$ cat src/hdl/adv_timer_regs.svh
`ifndef ADV_TIMER_REGS_SVH
`define ADV_TIMER_REGS_SVH

// Counter, repetition and dead-time widths.
`define CNT_W 16
`define REP_W 8
`define DT_W 8
// Channel counts: all channels, and those with a complementary pair.
`define NCH 4
`define NCP 3
`define HALL_W 3
// Layout of the synchronised pin vector.
`define SYNC_W 11
`define SY_CH 0
`define SY_BRK 4
`define SY_TRG 5
`define SY_ENA 6
`define SY_ENB 7
`define SY_HALL 8
// Shifts a pin sample needs before its edge history can be trusted.
`define HIST_W 3
// Reset and boundary values.
`define CNT_ZERO 16'h0000
`define CNT_ONE 16'h0001
`define PSC_RST 16'h0000
`define ARR_RST 16'hFFFF
`define REP_ZERO 8'h00
`define REP_ONE 8'h01
`define DT_ZERO 8'h00
`define DT_ONE 8'h01
// Highest kernel clock the timing is meant for, in MHz.
`define KCLK_MAX_MHZ 48

`endif

$ cat src/hdl/adv_timer_pkg.sv
package adv_timer_pkg;

	// Counting direction and alignment.
	typedef enum logic [1:0] {CM_UP, CM_DOWN, CM_CENTER} cnt_mode_t;

	// How the trigger input steers the counter.
	typedef enum logic [2:0] {
		SM_OFF, SM_RESET, SM_GATED, SM_TRIGGER, SM_EXTCLK, SM_ENCODER, SM_HALL
	} slave_mode_t;

	// Function of one channel.
	typedef enum logic [1:0] {CH_CAPTURE, CH_COMPARE, CH_PWM} ch_mode_t;

endpackage

$ cat src/hdl/advanced_control_timer.sv
`timescale 1ns/1ps
`default_nettype none
`include "adv_timer_regs.svh"

module advanced_control_timer
	import adv_timer_pkg::*;
(
	// Clock and reset.
	input wire logic clk_sys,
	input wire logic rst_n,
	// Counter configuration and commands.
	input wire cnt_mode_t cnt_mode,
	input wire logic [`CNT_W-1:0] psc_val,
	input wire logic [`CNT_W-1:0] arr_val,
	input wire logic [`REP_W-1:0] rep_val,
	input wire logic preload_en,
	input wire logic one_pulse,
	input wire logic cnt_start,
	input wire logic cnt_stop,
	input wire logic sw_update,
	// Slave control and timer link.
	input wire slave_mode_t slave_mode,
	input wire logic trig_sel_link,
	input wire logic link_trig_in,
	input wire logic ref_clear_en,
	// Channel configuration.
	input wire ch_mode_t ch_mode [`NCH],
	input wire logic [`NCH-1:0][`CNT_W-1:0] ch_val,
	// Output stage configuration.
	input wire logic [`DT_W-1:0] dead_time,
	input wire logic moe_set,
	input wire logic brk_known_state,
	input wire logic [`NCH-1:0] idle_lvl,
	input wire logic [`NCP-1:0] idle_lvl_n,
	input wire logic [`CNT_W-1:0] adc_pos,
	// Debug control.
	input wire logic dbg_halt,
	input wire logic dbg_freeze_en,
	// Pins from outside.
	input wire logic [`NCH-1:0] ch_pin,
	input wire logic brk_pin,
	input wire logic trig_pin,
	input wire logic enc_a_pin,
	input wire logic enc_b_pin,
	input wire logic [`HALL_W-1:0] hall_pin,
	// Pins to the power stage.
	output logic [`NCH-1:0] pwm_out,
	output logic [`NCH-1:0] pwm_oe,
	output logic [`NCP-1:0] pwmn_out,
	output logic [`NCP-1:0] pwmn_oe,
	// Event requests and link output.
	output logic upd_evt,
	output logic trg_evt,
	output logic brk_evt,
	output logic [`NCH-1:0] cc_evt,
	output logic adc_trig,
	output logic link_trig_out,
	// Status.
	output logic [`CNT_W-1:0] cnt_value,
	output logic [`NCH-1:0][`CNT_W-1:0] cap_val,
	output logic moe_state
);

	// Rising edge of a sampled level.
	function automatic logic rose(input logic cur, input logic old);
		return cur & ~old;
	endfunction

	logic [`SYNC_W-1:0] pins_in; // All outside pins, packed.
	logic [`SYNC_W-1:0] sync1_r; // First synchroniser stage.
	logic [`SYNC_W-1:0] sync2_r; // Second stage, safe to use.
	logic [`SYNC_W-1:0] prev_r; // Second stage one cycle later.
	logic [`HIST_W-1:0] warm_r; // Fills with ones as the stages fill.
	logic [`SYNC_W-1:0] hist; // Edge history, equal to now until filled.
	logic [`NCH-1:0] ch_s; // Synchronised capture inputs.
	logic [`NCH-1:0] ch_p; // Their previous value.
	logic [`HALL_W-1:0] hall_s; // Synchronised Hall lines.
	logic [`HALL_W-1:0] hall_p; // Their previous value.
	logic brk_s; // Synchronised break.
	logic trig_lvl; // Selected trigger level.
	logic trig_prev_r; // Trigger level one cycle ago.
	logic trig_rise; // Trigger rising edge.
	logic trig_edge; // Any trigger edge.
	logic enc_step; // One quadrature step.
	logic enc_up; // Direction of that step.
	logic hall_chg; // Hall pattern changed.
	logic halted; // Debug freeze active.
	logic clk_pulse; // Counter clock source pulse.
	logic psc_done; // Prescaler at terminal count.
	logic tick; // Counter advances this cycle.
	logic reinit; // Counter reinitialised this cycle.
	logic wrap; // Overflow or underflow.
	logic upd_now; // Update event this cycle.
	logic run_r; // Counter enabled.
	logic [`CNT_W-1:0] psc_cnt_r; // Prescaler count.
	logic [`CNT_W-1:0] psc_sh_r; // Prescaler value in use.
	logic [`CNT_W-1:0] arr_sh_r; // Reload value in use.
	logic [`REP_W-1:0] rep_cnt_r; // Periods left before an update.
	logic [`CNT_W-1:0] cnt_r, cnt_nxt; // Main counter.
	logic dir_r, dir_nxt; // High while counting down.
	logic clr_r; // Reference cleared until next update.
	logic moe_r; // Main output enable.
	logic out_live; // Outputs follow the waveform.
	logic [`NCH-1:0] ocref_r; // Channel reference waveforms.
	logic [`NCH-1:0] ref_eff; // References after clearing.
	logic [`NCP-1:0] dt_p; // Dead-time main outputs.
	logic [`NCP-1:0] dt_n; // Dead-time complementary outputs.

	assign pins_in = {hall_pin, enc_b_pin, enc_a_pin, trig_pin, brk_pin, ch_pin};

	// Two-stage synchroniser for every pin, plus an edge history stage.
	always_ff @(posedge clk_sys or negedge rst_n) begin
		if (!rst_n) begin
			sync1_r <= '0;
			sync2_r <= '0;
			prev_r <= '0;
			warm_r <= '0;
		end else begin
			sync1_r <= pins_in;
			sync2_r <= sync1_r;
			prev_r <= sync2_r;
			warm_r <= {warm_r[`HIST_W-2:0], 1'b1};
		end
	end

	assign ch_s = sync2_r[`SY_CH +: `NCH];
	// Until real samples fill the stages the history mirrors the present,
	// so a pin other than the trigger pin that idles high gives no false edge after reset.
	assign hist = (&warm_r) ? prev_r : sync2_r;
	assign ch_p = hist[`SY_CH +: `NCH];
	assign hall_s = sync2_r[`SY_HALL +: `HALL_W];
	assign hall_p = hist[`SY_HALL +: `HALL_W];
	assign brk_s = sync2_r[`SY_BRK];

	// The link input comes from a timer on this clock, so it is not resynced.
	assign trig_lvl = trig_sel_link ? link_trig_in : sync2_r[`SY_TRG];
	assign trig_rise = rose(trig_lvl, trig_prev_r);
	assign trig_edge = trig_lvl ^ trig_prev_r;

	// Trigger history.
	always_ff @(posedge clk_sys or negedge rst_n) begin
		if (!rst_n) begin
			trig_prev_r <= 1'b0;
		end else begin
			trig_prev_r <= trig_lvl;
		end
	end

	// Quadrature decode counts every edge of either line.
	assign enc_step = (sync2_r[`SY_ENA] ^ hist[`SY_ENA]) |
		(sync2_r[`SY_ENB] ^ hist[`SY_ENB]);
	assign enc_up = sync2_r[`SY_ENA] ^ prev_r[`SY_ENB];
	assign hall_chg = (slave_mode == SM_HALL) && (hall_s != hall_p);

	assign halted = dbg_halt & dbg_freeze_en;

	// Source of counter clock pulses before the prescaler.
	always_comb begin
		case (slave_mode)
			SM_EXTCLK: clk_pulse = trig_rise;
			SM_ENCODER: clk_pulse = enc_step;
			SM_GATED: clk_pulse = trig_lvl;
			default: clk_pulse = 1'b1;
		endcase
	end

	assign psc_done = (psc_cnt_r == psc_sh_r);
	// The timing assumes a kernel clock of at most KCLK_MAX_MHZ.
	assign tick = run_r & clk_pulse & psc_done & ~halted;
	assign reinit = sw_update | hall_chg |
		((slave_mode == SM_RESET) & trig_rise);

	// Prescaler: divides by psc_sh_r + 1, restarts on every update.
	always_ff @(posedge clk_sys or negedge rst_n) begin
		if (!rst_n) begin
			psc_cnt_r <= `PSC_RST;
		end else if (upd_now || (psc_done && clk_pulse && !halted)) begin
			psc_cnt_r <= `PSC_RST;
		end else if (clk_pulse && run_r && !halted) begin
			psc_cnt_r <= psc_cnt_r + `CNT_ONE;
		end
	end

	// The prescaler shadow changes only at an update; the reload shadow also follows arr_val every cycle while preload_en is low.
	always_ff @(posedge clk_sys or negedge rst_n) begin
		if (!rst_n) begin
			psc_sh_r <= `PSC_RST;
			arr_sh_r <= `ARR_RST;
		end else begin
			if (upd_now) begin
				psc_sh_r <= psc_val;
			end
			if (upd_now || !preload_en) begin
				arr_sh_r <= arr_val;
			end
		end
	end

	// Next counter value and whether the period wrapped.
	always_comb begin
		cnt_nxt = cnt_r;
		dir_nxt = dir_r;
		wrap = 1'b0;
		if (reinit) begin
			dir_nxt = (cnt_mode == CM_DOWN);
			cnt_nxt = (cnt_mode == CM_DOWN) ? arr_sh_r : `CNT_ZERO;
		end else if (tick && slave_mode == SM_ENCODER) begin
			if (enc_up) begin
				cnt_nxt = (cnt_r >= arr_sh_r) ? `CNT_ZERO : cnt_r + `CNT_ONE;
			end else begin
				cnt_nxt = (cnt_r == `CNT_ZERO) ? arr_sh_r : cnt_r - `CNT_ONE;
			end
		end else if (tick) begin
			case (cnt_mode)
				CM_UP: begin
					wrap = (cnt_r >= arr_sh_r);
					cnt_nxt = wrap ? `CNT_ZERO : cnt_r + `CNT_ONE;
				end
				CM_DOWN: begin
					wrap = (cnt_r == `CNT_ZERO);
					cnt_nxt = wrap ? arr_sh_r : cnt_r - `CNT_ONE;
				end
				CM_CENTER: begin
					if (!dir_r && cnt_r >= arr_sh_r) begin
						wrap = 1'b1;
						dir_nxt = 1'b1;
						cnt_nxt = cnt_r - `CNT_ONE;
					end else if (dir_r && cnt_r == `CNT_ZERO) begin
						wrap = 1'b1;
						dir_nxt = 1'b0;
						cnt_nxt = `CNT_ONE;
					end else begin
						cnt_nxt = dir_r ? cnt_r - `CNT_ONE : cnt_r + `CNT_ONE;
					end
				end
				default: cnt_nxt = cnt_r;
			endcase
		end
	end

	// An update fires on the wrap that finds the repetition count empty.
	assign upd_now = (wrap && rep_cnt_r == `REP_ZERO) || reinit;

	// Counter and direction; every instance keeps its own copy.
	always_ff @(posedge clk_sys or negedge rst_n) begin
		if (!rst_n) begin
			cnt_r <= `CNT_ZERO;
			dir_r <= 1'b0;
		end else begin
			cnt_r <= cnt_nxt;
			dir_r <= dir_nxt;
		end
	end

	// Repetition counter reloads on each update.
	always_ff @(posedge clk_sys or negedge rst_n) begin
		if (!rst_n) begin
			rep_cnt_r <= `REP_ZERO;
		end else if (upd_now) begin
			rep_cnt_r <= rep_val;
		end else if (wrap) begin
			rep_cnt_r <= rep_cnt_r - `REP_ONE;
		end
	end

	// Run flag: started by software or trigger, stopped by software or
	// at the end of a single pulse.
	always_ff @(posedge clk_sys or negedge rst_n) begin
		if (!rst_n) begin
			run_r <= 1'b0;
		end else if (cnt_start || (slave_mode == SM_TRIGGER && trig_rise)) begin
			run_r <= 1'b1;
		end else if (cnt_stop || (one_pulse && wrap && upd_now)) begin
			run_r <= 1'b0;
		end
	end

	// Update, trigger, break and link pulses, one cycle each.
	always_ff @(posedge clk_sys or negedge rst_n) begin
		if (!rst_n) begin
			upd_evt <= 1'b0;
			trg_evt <= 1'b0;
			brk_evt <= 1'b0;
			link_trig_out <= 1'b0;
			adc_trig <= 1'b0;
		end else begin
			upd_evt <= upd_now;
			trg_evt <= ((slave_mode == SM_RESET || slave_mode == SM_TRIGGER)
				&& trig_rise) || (slave_mode == SM_GATED && trig_edge)
				|| hall_chg;
			brk_evt <= rose(brk_s, hist[`SY_BRK]);
			link_trig_out <= upd_now;
			adc_trig <= tick && (cnt_r == adc_pos);
		end
	end

	// Current limit: a high trigger clears the references until the next
	// update; the set wins over the clear in the same cycle.
	always_ff @(posedge clk_sys or negedge rst_n) begin
		if (!rst_n) begin
			clr_r <= 1'b0;
		end else if (ref_clear_en && trig_lvl) begin
			clr_r <= 1'b1;
		end else if (upd_now) begin
			clr_r <= 1'b0;
		end
	end

	// Break drops the main enable; software may re-arm once it is gone.
	always_ff @(posedge clk_sys or negedge rst_n) begin
		if (!rst_n) begin
			moe_r <= 1'b0;
		end else if (brk_s) begin
			moe_r <= 1'b0;
		end else if (moe_set) begin
			moe_r <= 1'b1;
		end
	end

	assign out_live = moe_r & ~halted;
	assign moe_state = moe_r;
	assign cnt_value = cnt_r;

	genvar i;
	generate
		for (i = 0; i < `NCH; i++) begin : g_ch
			// Capture, compare match and reference waveform of one channel.
			always_ff @(posedge clk_sys or negedge rst_n) begin
				if (!rst_n) begin
					ocref_r[i] <= 1'b0;
					cap_val[i] <= `CNT_ZERO;
					cc_evt[i] <= 1'b0;
				end else begin
					cc_evt[i] <= 1'b0;
					case (ch_mode[i])
						CH_CAPTURE: begin
							ocref_r[i] <= 1'b0;
							if (rose(ch_s[i], ch_p[i]) || (i == 0 && hall_chg)) begin
								cap_val[i] <= cnt_r;
								cc_evt[i] <= 1'b1;
							end
						end
						CH_COMPARE: begin
							if (tick && cnt_r == ch_val[i]) begin
								ocref_r[i] <= ~ocref_r[i];
								cc_evt[i] <= 1'b1;
							end
						end
						CH_PWM: begin
							ocref_r[i] <= (cnt_r < ch_val[i]);
							cc_evt[i] <= tick && (cnt_r == ch_val[i]);
						end
						default: ocref_r[i] <= 1'b0;
					endcase
				end
			end

			assign ref_eff[i] = ocref_r[i] & ~clr_r;

			if (i < `NCP) begin : g_pair
				dead_time_unit u_dt (
					.clk_sys(clk_sys),
					.rst_n(rst_n),
					.ref_in(ref_eff[i]),
					.dead(dead_time),
					.out_p(dt_p[i]),
					.out_n(dt_n[i])
				);

				// Pair drive: waveform when live, else reset or known state.
				always_ff @(posedge clk_sys or negedge rst_n) begin
					if (!rst_n) begin
						pwm_out[i] <= 1'b0;
						pwm_oe[i] <= 1'b0;
						pwmn_out[i] <= 1'b0;
						pwmn_oe[i] <= 1'b0;
					end else if (out_live) begin
						pwm_out[i] <= dt_p[i];
						pwmn_out[i] <= dt_n[i];
						pwm_oe[i] <= 1'b1;
						pwmn_oe[i] <= 1'b1;
					end else begin
						pwm_out[i] <= brk_known_state & idle_lvl[i];
						pwmn_out[i] <= brk_known_state & idle_lvl_n[i];
						pwm_oe[i] <= brk_known_state;
						pwmn_oe[i] <= brk_known_state;
					end
				end
			end else begin : g_single
				// Single output without a complement.
				always_ff @(posedge clk_sys or negedge rst_n) begin
					if (!rst_n) begin
						pwm_out[i] <= 1'b0;
						pwm_oe[i] <= 1'b0;
					end else if (out_live) begin
						pwm_out[i] <= ref_eff[i];
						pwm_oe[i] <= 1'b1;
					end else begin
						pwm_out[i] <= brk_known_state & idle_lvl[i];
						pwm_oe[i] <= brk_known_state;
					end
				end
			end
		end
	endgenerate

endmodule
`default_nettype wire

$ cat src/hdl/dead_time_unit.sv
`timescale 1ns/1ps
`default_nettype none
`include "adv_timer_regs.svh"

// Turns one reference waveform into a complementary pair with a gap.
module dead_time_unit (
	// Clock and reset.
	input wire logic clk_sys,
	input wire logic rst_n,
	// Reference and gap length in cycles.
	input wire logic ref_in,
	input wire logic [`DT_W-1:0] dead,
	// Complementary outputs.
	output logic out_p,
	output logic out_n
);

	logic ref_d_r; // Reference one cycle ago.
	logic [`DT_W-1:0] dly_r; // Cycles of gap still to run.

	// On each reference edge both outputs go low for dead cycles, then the
	// new level drives; this keeps both switches of a leg from conducting.
	always_ff @(posedge clk_sys or negedge rst_n) begin
		if (!rst_n) begin
			ref_d_r <= 1'b0;
			dly_r <= `DT_ZERO;
			out_p <= 1'b0;
			out_n <= 1'b0;
		end else begin
			ref_d_r <= ref_in;
			if (ref_in != ref_d_r) begin
				dly_r <= dead;
				if (dead == `DT_ZERO) begin
					out_p <= ref_in;
					out_n <= ~ref_in;
				end else begin
					out_p <= 1'b0;
					out_n <= 1'b0;
				end
			end else if (dly_r != `DT_ZERO) begin
				dly_r <= dly_r - `DT_ONE;
				if (dly_r == `DT_ONE) begin
					out_p <= ref_d_r;
					out_n <= ~ref_d_r;
				end
			end else begin
				out_p <= ref_d_r;
				out_n <= ~ref_d_r;
			end
		end
	end

endmodule
`default_nettype wire
$ cat config.mk
export PLATFORM = sky130hd
export DESIGN_NAME = advanced_control_timer
export DESIGN_NICKNAME = d
export VERILOG_FILES = /design/src/hdl/adv_timer_pkg.sv /design/src/hdl/advanced_control_timer.sv /design/src/hdl/dead_time_unit.sv
export VERILOG_INCLUDE_DIRS = /design/src /design/src/hdl
export SDC_FILE = /design/constraint.sdc
export NUM_CORES = 1
export LEC_CHECK = 0
export BUFFER_PORTS_ARGS = -buffer_cell sky130_fd_sc_hd__buf_2
export CAP_MARGIN = 10
export CORE_MARGIN = 2
export CORE_UTILIZATION = 52
export DETAILED_ROUTE_END_ITERATION = 7
export PLACE_DENSITY = 0.76
export SETUP_SLACK_MARGIN = 0.02
export SLEW_MARGIN = 20
export SYNTH_ARGS = -nofsm -noshare
export SYNTH_HDL_FRONTEND = slang
export SYNTH_SLANG_ARGS = --single-unit
$ cat constraint.sdc
create_clock -name clk_sys -period 4.8 [get_ports clk_sys]
set_clock_uncertainty 0.1 [all_clocks]
set_input_delay 0.48 -clock clk_sys [delete_from_list [all_inputs] [get_ports clk_sys]]
set_output_delay 0.48 -clock clk_sys [all_outputs]
set_load 0.1 [all_outputs]
==> impl_metrics.tcl <==
set metrics [dict create \
    status "complete, no violations" \
    die_h_um 167 \
    period_share_pct 78.4 \
    ys_types 82 \
    vias_per_cell 5.95 \
    htreeDepth 1 \
    p_per_area_mw_per_mm2 386 \
    hp-class "input port to flop" \
    wirelength_mm 43.4 \
    startpoint_type "flop" \
    ys.flop_type "dfrtp_1" \
    max-vdd-ir-drop_v 0.000320 \
    fin_ws_ns 1.04 \
    ys_warn_count 0 \
    wl_per_cell_um 20.8 \
    reg2reg_depth 10 \
    holdWs_ns 0.0625 \
    required_ns 5.11 \
    crit_chain "inv_1 -> ha_1 -> nor4b_1 -> and4_1 -> nand2_1 -> and2_1 -> nand3_1 -> o221ai_1 -> a31oi_1 -> o22ai_1" \
    setup_viol 0 \
    core_mm2 0.0261 \
    firstDrtPassIters 5 \
    critPathKind "flop to flop" \
    ios 277 \
    cts.path.max_buffers 3 \
    antenna_found_initial 5 \
    worstSkewPairLatency_ns 0.54 \
    async_reset_ff_share_pct 100 \
    die_x_um 167 \
    clock-sinks 229 \
    postCtsSetupBuffers 0 \
    path_max_fanout 16 \
    netlist_area_mm2 0.0138 \
    crit_arrival_ns 4.07 \
    ant_nets 0 \
    ys_ff_latch 229 \
    finalWorstPathRequiredPeriod_ns 3.76 \
    drive_gt1_share_pct 26.8 \
    ys_seq_area_share_pct 41.6 \
    rows 59 \
    clk_pin_slew_ns 0.06 \
    post-route-util_pct 63.7 \
    die_area_mm2 0.0279 \
    overflow 0 \
    pre_cts_ws_ns 1.20 \
    grtUsageTotal_pct 30.6 \
    area_growth_pct 20.0 \
    finalHoldViolations 0 \
    p_total_uw 6410 \
    fillers 2212 \
    synth-edff-count 0 \
    postSynthNetCount 1726 \
    cts_buffers 26 \
    dr_total_vias 12387 \
    drc 0 \
    cp_slowest_cell "and4_1" \
    end_kind "flop" \
    clockRootBuffer "clkbuf_16" \
    grt_max_degree 123 \
    maxCapViolations 0 \
    tightest_slew_ns 1.09 \
    synth_cells 1442 \
    max_stage_delay_ns 0.70 \
    fmax_ghz 0.266 \
    io_buffers 276 \
    rsz0062_at_grt "no" \
    tritoncts "built" \
    final_max_slew_viol_count 0 \
    tns_ns 0 \
    start_util_pct 53.0 \
    slew_headroom_pct 27.3 \
    syn_area_per_cell_um2 9.58 \
    nNetsFinal 2006 \
    grt_first_pass_wirelength_mm 67.2 \
    whs_path_depth 3 \
    p_leak_uw 0.00829 \
    dr.first_iter.drc_count 1307 \
    place_congestion 1.05 \
    grt_pass1_vias 12295 \
    detailed_place_hpwl_mm 31.6 \
]
==> critical path, delay by kind of cell, from the launching register on <==
family	cells	cell delay [ns]
AOI/OAI and AO/OA	3	0.46
adders and majority gates	1	0.30
buffers and inverters	1	0.20
DFF	1	0.60
and+or+nand+nor	5	1.98
==> sequential cells by signal, indices dropped and copies added, names as in the netlist, 3 cells and up <==
register and count:
arr_sh_r 16, cap_val 64, cc_evt 4, cnt_value 16, g_ch.g_pair.u_dt.dly_r 24, g_ch.g_pair.u_dt.out_n 3, g_ch.g_pair.u_dt.out_p 3, g_ch.g_pair.u_dt.ref_d_r 3
ocref_r 4, prev_r 10, psc_cnt_r 16, psc_sh_r 16, pwm_out 4, pwmn_out 3, rep_cnt_r 8, sync1_r 11
sync2_r 11, warm_r 3
==> logic make-up (layout without fill, tap and decap cells) <==
| family | after synthesis | count (layout) | share of synthesized area [%] |
|---|---|---|---|
| fa+ha+maj | 111 | 111 | 10.0 |
| buf+inv | 181 | 480 | 5.41 |
| flops | 229 | 229 | 41.6 |
| compound gates | 313 | 313 | 14.2 |
| xor+xnor | 95 | 95 | 6.02 |
| simple gates | 422 | 422 | 15.4 |
| mux | 90 | 90 | 7.28 |
| other cells | 1 | 6 | 0.0271 |
==> area by class of cell <==
cell class | instances | area (um2) | share of cell area (%)
inverters | 115 | 432 | 2.60
clock buffers | 38 | 757 | 4.56
well taps | 335 | 419 | 2.53
multi-input cells | 1032 | 7360 | 44.4
flip-flops and latches | 229 | 5750 | 34.7
repair buffers | 318 | 1740 | 10.5
clock inverters | 9 | 123 | 0.739
diodes | 5 | 12.5 | 0.0754
==> repair_timing <==
item                                   CTS  global route
setup endpoints to repair                0             0
resized for setup                        0             0
hold buffers                            12             0
endpoints found under the hold margin   29             0
==> stage by stage <==
stage / instances / cell area (um2)
after floorplan: 1442 / 13800
after global placement: 2017 / 15600
after detailed placement: 2017 / 15600
after CTS: 2076 / 16600
after global routing: 2081 / 16600
final: 2081 / 16600
==> cells in the mapped netlist (all sizes together), types with 9 or more instances <==
master | count | area share [%]
nand4 | 26 | 1.2
o31ai | 10 | 0.54
o211ai | 9 | 0.49
mux2 | 81 | 6.6
a31oi | 10 | 0.45
dfrtp | 213 | 39
clkbuf | 40 | 1.1
a211oi | 10 | 0.58
nand3 | 29 | 1.1
or3 | 9 | 0.44
inv | 115 | 3.1
a22oi | 10 | 0.54
and3 | 15 | 0.68
nand2b | 14 | 0.63
o21ai | 112 | 4.1
a21oi | 67 | 2.4
nor3 | 27 | 1.1
buf | 26 | 1.2
ha | 111 | 10
a21o | 14 | 0.76
nor2b | 22 | 1.0
nor4 | 25 | 1.2
o22ai | 10 | 0.45
nand2 | 117 | 3.2
dfstp | 16 | 3.0
xor2 | 60 | 3.8
xnor2 | 35 | 2.2
nor2 | 101 | 2.7
o21a | 9 | 0.49
mux2i | 9 | 0.65
==> per-layer routing <==
metal | GRT usage, % | wire length [um] | vias to the layer above
li1 | - | - | 5649
met1 | 40.8 | 17600 | 6009
met2 | 50.0 | 20300 | 606
met3 | 4.73 | 3700 | 123
met4 | 12.6 | 1860 | 0
met5 | 0 | 0 | -
==> cells in the final DEF, fill, tap and decap left out, types with 25 or more instances in the layout <==
master	instances
a21oi_1	67
buf_2	275
buf_4	30
clkbuf_16	27
dfrtp_1	213
ha_1	111
inv_1	115
mux2_2	80
nand2_1	117
nand3_1	28
nand4_1	25
nor2_1	101
o21ai_0	96
xnor2_1	35
xor2_1	59
==> where the power goes <==
part | leakage (uW) | switching [uW] | internal, uW
combinational | 0.00496 | 1360 | 614
sequential | 0.00290 | 202 | 2180
clock | 0.000432 | 795 | 1250
total | 0.00829 | 2360 | 4050
==> final timing paths <==
check,slack [ns],startpoint,endpoint
worst max-delay path,1.04,cnt_value[1]$_DFFE_PN0P_,cnt_value[5]$_DFFE_PN0P_
worst min-delay path,0.06,arr_val[6],arr_sh_r[6]$_DFFE_PN1P_
worst max register to register,1.04,cnt_value[1]$_DFFE_PN0P_,cnt_value[5]$_DFFE_PN0P_
worst min register to register,0.25,sync1_r[8]$_DFF_PN0_,sync2_r[8]$_DFF_PN0_
max in group asynchronous,2.94,rst_n,cap_val[27]$_DFFE_PN0P_
min in group asynchronous,0.50,rst_n,g_ch[0].g_pair.u_dt.dly_r[1]$_DFFE_PN0P_
(Power assumes the default switching activity.)
